[config.mk]
export PLATFORM = sky130hd
export DESIGN_NAME = ihd_inrush_detector
export DESIGN_NICKNAME = d
export VERILOG_FILES = /design/src/ihd_pkg.sv /design/src/ihd_inrush_detector.sv /design/src/ihd_phase_detect.sv
export VERILOG_INCLUDE_DIRS = /design/src
export SDC_FILE = /design/constraint.sdc
export NUM_CORES = 2
export LEC_CHECK = 0
export BUFFER_PORTS_ARGS = -buffer_cell sky130_fd_sc_hd__buf_2
export CAP_MARGIN = 20
export CORE_ASPECT_RATIO = 0.9
export CORE_MARGIN = 2
export CORE_UTILIZATION = 50
export CTS_CLUSTER_SIZE = 25
export DETAILED_ROUTE_END_ITERATION = 7
export GPL_TIMING_DRIVEN = 0
export MAX_ROUTING_LAYER = met4
export PLACE_DENSITY_LB_ADDON = 0.25
export SLEW_MARGIN = 20
export SYNTH_ARGS = -nofsm -noshare
export SYNTH_HDL_FRONTEND = slang
export SYNTH_SLANG_ARGS = --single-unit
[constraint.sdc]
create_clock -name core_clk -period 8.2 [get_ports core_clk]
set_input_delay 0 -clock core_clk [delete_from_list [all_inputs] [get_ports core_clk]]
set_output_delay 0 -clock core_clk [all_outputs]
set_load 0.03 [all_outputs]
[src/ihd_cfg.svh]
// Offsets, reset values, field positions and timing counts of the inrush detector
`ifndef IHD_CFG_SVH
`define IHD_CFG_SVH
`define IHD_CUR_W 16
`define IHD_PCT_W 7
`define IHD_DLY_W 16
`define IHD_ADDR_W 8
`define IHD_OFS_CTRL 8'h00
`define IHD_OFS_START 8'h04
`define IHD_OFS_OPDLY 8'h08
`define IHD_OFS_RSTDLY 8'h0C
`define IHD_OFS_NOMINAL 8'h10
`define IHD_OFS_STATUS 8'h14
`define IHD_CTRL_OP_BIT 0
`define IHD_RST_OP_ENABLE 1'h1
`define IHD_RST_START_PCT 7'h14
`define IHD_RST_OP_DLY_MS 16'h0014
`define IHD_RST_RST_DLY_MS 16'h0014
`define IHD_RST_NOMINAL 16'h03E8
`define IHD_LEVEL_PCT 7'h05
`define IHD_PCT_SCALE 7'h64
`define IHD_CLK_MHZ 250
`define IHD_TICK_MS 1
`define IHD_TICK_CYCLES (`IHD_CLK_MHZ * 1000 * `IHD_TICK_MS)
`define IHD_STAT_OUT_BIT 0
`define IHD_STAT_RATIO_LSB 1
`define IHD_STAT_LEVEL_LSB 4
`define IHD_STAT_QUAL_LSB 7
`define IHD_STAT_FSM_LSB 10
`endif

[src/ihd_pkg.sv]
// Types shared by the inrush detector modules
`include "ihd_cfg.svh"
package ihd_pkg;
	typedef struct packed {
		logic [`IHD_CUR_W-1:0] secondHarm;
		logic [`IHD_CUR_W-1:0] fundamental;
	} ihd_phase_t;

	typedef enum logic [3:0] {
		IHD_IDLE = 4'h1,
		IHD_RUN = 4'h2,
		IHD_DROP = 4'h4,
		IHD_OPER = 4'h8
	} ihd_fsm_t;

	typedef struct packed {
		logic ratioHit;
		logic levelOk;
	} ihd_phase_state_t;

	typedef struct packed {
		ihd_fsm_t fsm;
		logic [31:0] tick;
		logic [`IHD_DLY_W-1:0] operCnt;
		logic [`IHD_DLY_W-1:0] rstCnt;
		logic opEnable;
		logic [`IHD_PCT_W-1:0] startPct;
		logic [`IHD_DLY_W-1:0] operDelay;
		logic [`IHD_DLY_W-1:0] resetDelay;
		logic [`IHD_CUR_W-1:0] nominal;
		logic blockOut;
		logic pready;
		logic pslverr;
		logic [31:0] prdata;
	} ihd_core_t;
endpackage

[src/ihd_inrush_detector.sv]
// Three-phase inrush detector with APB settings and definite-time timers
// Overview of operation
// - Each phase compares its second-harmonic to fundamental ratio against the start threshold.
// - Each phase reports level ok only while its fundamental exceeds five percent of nominal.
// - A definite-time operate timer counts to the operate delay, then raises the block output.
// - Once operated, the output holds until the ratio is below threshold in every phase.
// - A start drop-off while counting runs a reset timer that clears the operate timer if exceeded.
// - The block input forces the block output low, clears both timers and keeps the output from rising.
// - An operation setting of off disables the function and keeps its output low.
//
// Our own choices: register access over APB and the register addresses.
`timescale 1ns/100ps
`include "ihd_cfg.svh"
module ihd_inrush_detector
	import ihd_pkg::*;
#(
	parameter int TICK_CYCLES = `IHD_TICK_CYCLES
) (
	input wire logic core_clk,
	input wire logic rst,
	input wire ihd_phase_t phaseA,
	input wire ihd_phase_t phaseB,
	input wire ihd_phase_t phaseC,
	input wire logic blockIn,
	input wire logic psel,
	input wire logic penable,
	input wire logic pwrite,
	input wire logic [`IHD_ADDR_W-1:0] paddr,
	input wire logic [31:0] pwdata,
	output logic [31:0] prdata,
	output logic pready,
	output logic pslverr,
	output logic harmonic_block_out
);
	// Settings the logic cannot serve
	if (TICK_CYCLES < 1) begin : g_bad_tick
		$error("TICK_CYCLES must be at least one");
	end
	if ((1 << `IHD_PCT_W) <= `IHD_PCT_SCALE) begin : g_bad_pct
		$error("percent field too narrow");
	end
	if (`IHD_STAT_QUAL_LSB + 3 > `IHD_STAT_FSM_LSB) begin : g_bad_fields
		$error("status fields overlap");
	end
	if (`IHD_STAT_FSM_LSB + 4 > 32) begin : g_bad_stat
		$error("status fields exceed the data word");
	end
	if ((1 << `IHD_ADDR_W) <= `IHD_OFS_STATUS) begin : g_bad_addr
		$error("address too narrow for the register map");
	end

	localparam ihd_core_t ST_RESET = '{
		fsm: IHD_IDLE,
		tick: '0,
		operCnt: '0,
		rstCnt: '0,
		opEnable: `IHD_RST_OP_ENABLE,
		startPct: `IHD_RST_START_PCT,
		operDelay: `IHD_RST_OP_DLY_MS,
		resetDelay: `IHD_RST_RST_DLY_MS,
		nominal: `IHD_RST_NOMINAL,
		blockOut: 1'h0,
		pready: 1'h0,
		pslverr: 1'h0,
		prdata: '0
	};

	ihd_core_t st;
	ihd_core_t next_st;
	ihd_phase_t phases [3];
	logic [2:0] ratioHit;
	logic [2:0] levelOk;
	logic [2:0] qualified;
	logic startCond;
	logic msTick;
	logic setupPhase;
	logic accessWrite;

	assign phases[0] = phaseA;
	assign phases[1] = phaseB;
	assign phases[2] = phaseC;

	// Per-phase ratio and level detectors
	for (genvar p = 0; p < 3; p++) begin : g_phase
		ihd_phase_detect u_detect (
			.core_clk(core_clk),
			.rst(rst),
			.phase(phases[p]),
			.startPct(st.startPct),
			.nominal(st.nominal),
			.ratioHit(ratioHit[p]),
			.levelOk(levelOk[p])
		);
	end

	// Offset decode used only for the error response
	function automatic logic isMapped(input logic [`IHD_ADDR_W-1:0] a);
		isMapped = (a == `IHD_OFS_CTRL) || (a == `IHD_OFS_START) ||
			(a == `IHD_OFS_OPDLY) || (a == `IHD_OFS_RSTDLY) ||
			(a == `IHD_OFS_NOMINAL) || (a == `IHD_OFS_STATUS);
	endfunction

	// Register read data
	function automatic logic [31:0] readMux(input logic [`IHD_ADDR_W-1:0] a,
		input ihd_core_t s, input logic [2:0] r, input logic [2:0] l, input logic [2:0] q);
		logic [31:0] d;
		d = '0;
		case (a)
			`IHD_OFS_CTRL: d[`IHD_CTRL_OP_BIT] = s.opEnable;
			`IHD_OFS_START: d[`IHD_PCT_W-1:0] = s.startPct;
			`IHD_OFS_OPDLY: d[`IHD_DLY_W-1:0] = s.operDelay;
			`IHD_OFS_RSTDLY: d[`IHD_DLY_W-1:0] = s.resetDelay;
			`IHD_OFS_NOMINAL: d[`IHD_CUR_W-1:0] = s.nominal;
			`IHD_OFS_STATUS: begin
				d[`IHD_STAT_OUT_BIT] = s.blockOut;
				d[`IHD_STAT_RATIO_LSB +: 3] = r;
				d[`IHD_STAT_LEVEL_LSB +: 3] = l;
				d[`IHD_STAT_QUAL_LSB +: 3] = q;
				d[`IHD_STAT_FSM_LSB +: 4] = s.fsm;
			end
			default: d = '0;
		endcase
		readMux = d;
	endfunction

	always_comb begin
		// Start condition from qualified phases
		qualified = ratioHit & levelOk;
		startCond = |qualified;
		msTick = st.tick == 32'(TICK_CYCLES - 1);
		setupPhase = psel && !penable;
		accessWrite = psel && penable && st.pready && pwrite;
		next_st = st;

		// APB slave, zero wait states
		next_st.pready = setupPhase;
		next_st.pslverr = setupPhase && !isMapped(paddr);
		if (setupPhase && !pwrite) begin
			next_st.prdata = readMux(paddr, st, ratioHit, levelOk, qualified);
		end else begin
			next_st.prdata = '0;
		end
		// Register writes in the access cycle
		if (accessWrite) begin
			case (paddr)
				`IHD_OFS_CTRL: next_st.opEnable = pwdata[`IHD_CTRL_OP_BIT];
				`IHD_OFS_START: next_st.startPct = pwdata[`IHD_PCT_W-1:0];
				`IHD_OFS_OPDLY: next_st.operDelay = pwdata[`IHD_DLY_W-1:0];
				`IHD_OFS_RSTDLY: next_st.resetDelay = pwdata[`IHD_DLY_W-1:0];
				`IHD_OFS_NOMINAL: next_st.nominal = pwdata[`IHD_CUR_W-1:0];
				default: next_st.nominal = st.nominal;
			endcase
		end

		// Millisecond tick, running in every state but idle
		if (msTick) begin
			next_st.tick = '0;
		end else begin
			next_st.tick = st.tick + 32'h00000001;
		end

		// Timer state machine
		case (st.fsm)
			IHD_IDLE: begin
				next_st.tick = '0;
				next_st.operCnt = '0;
				next_st.rstCnt = '0;
				if (startCond) begin
					next_st.fsm = IHD_RUN;
				end
			end
			IHD_RUN: begin
				if (st.operCnt >= st.operDelay) begin
					next_st.fsm = IHD_OPER;
				end else if (!startCond) begin
					next_st.fsm = IHD_DROP;
					next_st.rstCnt = '0;
				end else if (msTick) begin
					next_st.operCnt = st.operCnt + 16'h0001;
				end
			end
			IHD_DROP: begin
				if (startCond) begin
					next_st.fsm = IHD_RUN;
				end else if (st.rstCnt > st.resetDelay) begin
					next_st.fsm = IHD_IDLE;
					next_st.operCnt = '0;
				end else if (msTick) begin
					next_st.rstCnt = st.rstCnt + 16'h0001;
				end
			end
			IHD_OPER: begin
				if (!(|ratioHit)) begin
					next_st.fsm = IHD_IDLE;
				end
			end
			default: next_st.fsm = IHD_IDLE;
		endcase

		// Block input and operation setting override
		if (blockIn || !st.opEnable) begin
			next_st.fsm = IHD_IDLE;
			next_st.operCnt = '0;
			next_st.rstCnt = '0;
			next_st.tick = '0;
		end
		next_st.blockOut = (next_st.fsm == IHD_OPER);
	end

	always_ff @(posedge core_clk or posedge rst) begin
		if (rst) begin
			st <= ST_RESET;
		end else begin
			st <= next_st;
		end
	end

	// Outputs straight from the state flip-flops
	assign prdata = st.prdata;
	assign pready = st.pready;
	assign pslverr = st.pslverr;
	assign harmonic_block_out = st.blockOut;
endmodule // ihd_inrush_detector

[src/ihd_phase_detect.sv]
// Per-phase harmonic ratio comparator and fundamental level detector
`timescale 1ns/100ps
`include "ihd_cfg.svh"
module ihd_phase_detect
	import ihd_pkg::*;
(
	input wire logic core_clk,
	input wire logic rst,
	input wire ihd_phase_t phase,
	input wire logic [`IHD_PCT_W-1:0] startPct,
	input wire logic [`IHD_CUR_W-1:0] nominal,
	output logic ratioHit,
	output logic levelOk
);
	localparam int PW = `IHD_CUR_W + `IHD_PCT_W;
	ihd_phase_state_t st;
	ihd_phase_state_t next_st;
	logic [PW-1:0] secondScaled;
	logic [PW-1:0] fundScaled;
	logic [PW-1:0] fundLevel;
	logic [PW-1:0] nomLevel;

	always_comb begin
		// Ratio compared without division
		secondScaled = PW'(phase.secondHarm) * PW'(`IHD_PCT_SCALE);
		fundScaled = PW'(phase.fundamental) * PW'(startPct);
		fundLevel = PW'(phase.fundamental) * PW'(`IHD_PCT_SCALE);
		nomLevel = PW'(nominal) * PW'(`IHD_LEVEL_PCT);
		next_st.ratioHit = secondScaled > fundScaled;
		next_st.levelOk = fundLevel > nomLevel;
	end

	always_ff @(posedge core_clk or posedge rst) begin
		if (rst) begin
			st <= '0;
		end else begin
			st <= next_st;
		end
	end

	assign ratioHit = st.ratioHit;
	assign levelOk = st.levelOk;
endmodule // ihd_phase_detect

==> metrics.md <==
| Metric | Value |
|---|---|
| R2R Setup Slk | 690 ps |
| CP Class | register to register |
| PnR Total Power | 0.00368 W |
| Avg Cell Area, Syn | 8.65 um^2 |
| Core Area | 60200 um^2 |
| Die extent in x | about 260 um |
| Initial antenna violation count | 6 |
| Vias in the first global route | between 20000 and 25000 |
| Final setup violating endpoints | 0 |
| Worst path most repeated cell | fa_1 |
| Sequential Area | 3750 um^2 |
| Synth Flop Type | dfrtp_1 |
| Setup tns final | 0 ps |
| Post-synth EDFFs | 0 |
| Die area | 63200 um^2 |
| Largest net degree at the start of global routing | 104 |
| Cell Area, Synth | 30600 um^2 |
| Post-route DRC | 0 |
| Clock Sinks | 149 |
| Yosys warnings | 0 |
| Max cap viols | 0 |
| H-tree levels | 4 |
| CTS Buf Count | 17 |
| Root buffer cell | clkbuf_16 |
| Status | finished, final reports clean |
| IO buf count | approximately 140 |
| Drt wl/cell | 16.1 um |
| Max_slew headroom | 0.274 |
| Synth async-reset ratio | 1.00 |
| LEAKAGE | between 15 and 20 nW |
| Multi-input gate area | 24000 um^2 |
| Drt via density | 5.39 |
| Crit path DAT | 7770 ps |
| Most used routing layer | met2 |
| Die Span Y | 239 um |
| Met3 usage | 0.0349 |
| Worst Path Buf+Inv | 5 |
| Overall routing resource usage | 0.240 |
| Longest Clk Path Bufs | 2 |
| Via count | 24400 |
| First-pass GRT wire length | 120000 um |
| Critical path data required time | 8460 ps |
| Hold Crit Class | input pin to register |
| Kind of cell adding the most delay to the critical path | adder cells |
| Worst-margin pin slew | 1080 ps |
| Worst skew pair latency | 430 ps |
| Max VDD drop | 0.115 mV |
| Final Core Density | 0.551 |
| Fin crit period | 7510 ps |
| Crit path cell chain | buf_1 -> clkbuf_2 -> nand2_1 -> fa_1 -> fa_1 -> inv_1 -> fa_1 -> inv_1 -> fa_1 -> inv_1 -> ha_1 -> or4_1 -> a31oi_1 -> o31ai_1 -> o21ai_1 -> o2111ai_1 -> a21oi_1 -> xor2_1 -> ha_1 -> nand3_1 -> o21ai_0 -> nor2_1 -> a41o_1 -> a21oi_1 |
| RSZ-0062 raised after global routing | no |
| Pwr per Cell Area | around 110 nW/um^2 |
| Fin. max-slew vios | 0 |
| Met2 Usage GRT | 0.386 |
| Most frequent cells in the layout | inv_1, ha_1, fa_1 |
| Share of layout cells above drive strength 1 | 0.0785 |
| Filler cells | 5634 |
| DR iter-0 viols | 1292 |
| Fmax | 0.133 GHz |
| Post-DP HPWL | between 60000 and 70000 um |
| CP max FO | 10 |
| Critical Path End Type | register |
| Flop and latch count out of synthesis | 149 |
| Commonest non-fill, non-tap cell in the layout | inv_1 |
| Routability congestion estimate | about 0.92 |
| Fin crit share | 0.916 |
| Cells after DPL | ~4500 |
| I/O Pins | 177 |
| Slowest CP cell | buf_1 |
| Total Wirelength | 72900 um |
| Initial DRT Pass Iterations | 5 |
| Final Hold Fails | 0 |
| Post-synth cell types | 76 |
| CP max stage delay | 600 ps |
| Fin nets | 4762 |
| Clk slew on worst S/H paths | 70 ps |
| Met1 Use GR | 0.323 |
| Clock Skew | a little over 9 ps |
| CP startpoint kind | register |
| Clock tree from TritonCTS | done |
| Postcts setup bufs | 0 |
| Site Rows | 85 |
| Mapped Cells | 3535 |
| Gr ovfl total | 0 |
| Sequential element share of the synthesized area | 0.123 |
| Routed Antenna Nets | 0 |
| Final cell count without fillers | ~4500 |
| P&R area growth vs syn | 8.39% |
| Starting density of the core | 0.508 |
-- layout make-up --
type                       instances  area share
sequential                       149       0.113
inverter                         630      0.0716
multi-input combinational       2671       0.725
tap                              783      0.0296
clock inverter                    15     0.00442
timing repair buffer             164      0.0283
clock buffer                      17      0.0128
antenna                            3    0.000227
buffer                           100      0.0152
-- kinds of logic (layout without fill, tap and decap cells) --
logic type	Yosys count	in the layout	synth area share
other	1	19	0.000123
multiplexers	48	48	0.0174
adder cells (fa/ha/maj)	887	887	0.430
AO/OA/AOI/OAI	565	565	0.117
buffers and inverters	730	926	0.0937
flip-flops	149	149	0.123
AND/OR/NAND/NOR	968	968	0.165
XOR/XNOR	187	187	0.0536
-- synthesized netlist by cell type, types with 5 or more instances --
library cell | instances | area, um^2
a2111oi_0 | 8 | 70.1
a211o_1 | 6 | 52.6
a211oi_1 | 13 | 97.6
a21boi_0 | 7 | 52.6
a21o_1 | 64 | 480
a21oi_1 | 161 | 806
a221oi_1 | 6 | 52.6
a22oi_1 | 17 | 128
a31oi_1 | 12 | 75.1
and2_1 | 230 | 1440
and3_1 | 21 | 131
and4_1 | 13 | 114
buf_4 | 32 | 240
clkbuf_1 | 60 | 225
dfrtp_1 | 135 | 3380
dfstp_2 | 14 | 368
fa_1 | 274 | 5490
ha_1 | 613 | 7670
inv_1 | 630 | 2360
mux2_2 | 41 | 462
mux2i_1 | 7 | 70.1
nand2_1 | 243 | 912
nand2b_1 | 48 | 300
nand3_1 | 42 | 210
nand3b_1 | 5 | 37.5
nand4_1 | 45 | 282
nor2_1 | 167 | 627
nor2b_1 | 35 | 219
nor3_1 | 52 | 260
nor4_1 | 15 | 93.8
nor4b_1 | 5 | 43.8
o2111ai_1 | 6 | 52.6
o211ai_1 | 6 | 45.0
o21a_1 | 34 | 255
o21ai_0 | 139 | 696
o21bai_1 | 14 | 105
o31ai_1 | 19 | 143
o41ai_1 | 8 | 70.1
or3_1 | 23 | 144
or4_1 | 7 | 52.6
xnor2_1 | 109 | 955
xor2_1 | 78 | 683
-- repair_timing --
action	CTS	global route
hold buffers	19	0
gates resized for setup	0	8
setup endpoints to repair	0	1
hold endpoints to repair	104	0
-- report_power, final --
part / internal, W / switching (W) / total (W)
sequential: 0.000748 / 0.0000194 / 0.000767
clock: 0.000426 / 0.000342 / 0.000768
combinational: 0.000963 / 0.00118 / 0.00214
total: 0.00214 / 0.00154 / 0.00368
-- layer usage --
metal	up-vias	wire length, um
li1	12100	-
met1	11700	33900
met2	538	33200
met3	92	4070
met4	0	1720
met5	-	0
-- path summary, 6_finish.rpt --
| path | depth (start not counted) | endpoint | startpoint |
|---|---|---|---|
| setup / recovery | 24 | g_phase[2].u_detect.ratioHit | st[89] |
| hold / removal | 4 | prdata[2] | pwrite |
| setup reg to reg | 24 | g_phase[2].u_detect.ratioHit | st[89] |
| hold reg to reg | 1 | st[102] | st[102] |
| max in group asynchronous | 4 | st[85] | rst |
| min in group asynchronous | 3 | prdata[9] | rst |
-- tightest hold or removal path, delay by kind of cell --
kind                   cells  cell delay (ps)
AND/OR/NAND/NOR            2              280
AO/OA/AOI/OAI              1              100
buffers and inverters      1               90
-- sequential cells by signal, summed over array words and instances, names as in the netlist --
register and flops:
g_phase.u_detect.levelOk 3, g_phase.u_detect.ratioHit 3, harmonic_block_out 1, prdata 16, pready 1, pslverr 1, st 124
-- per-stage QoR --
stage | hold WS (ps) | setup WS [ps] | area, um^2
after CTS | 78.5 | 338 | 33100
after detailed placement | 29.1 | 386 | 32400
after global placement | 248 | 340 | 32300
after floorplan | 109 | 2120 | 30600
final | 103 | 685 | 33100
after global routing | 83.1 | 220 | 33100
No activity file was read; power rests on OpenSTA's default activity.
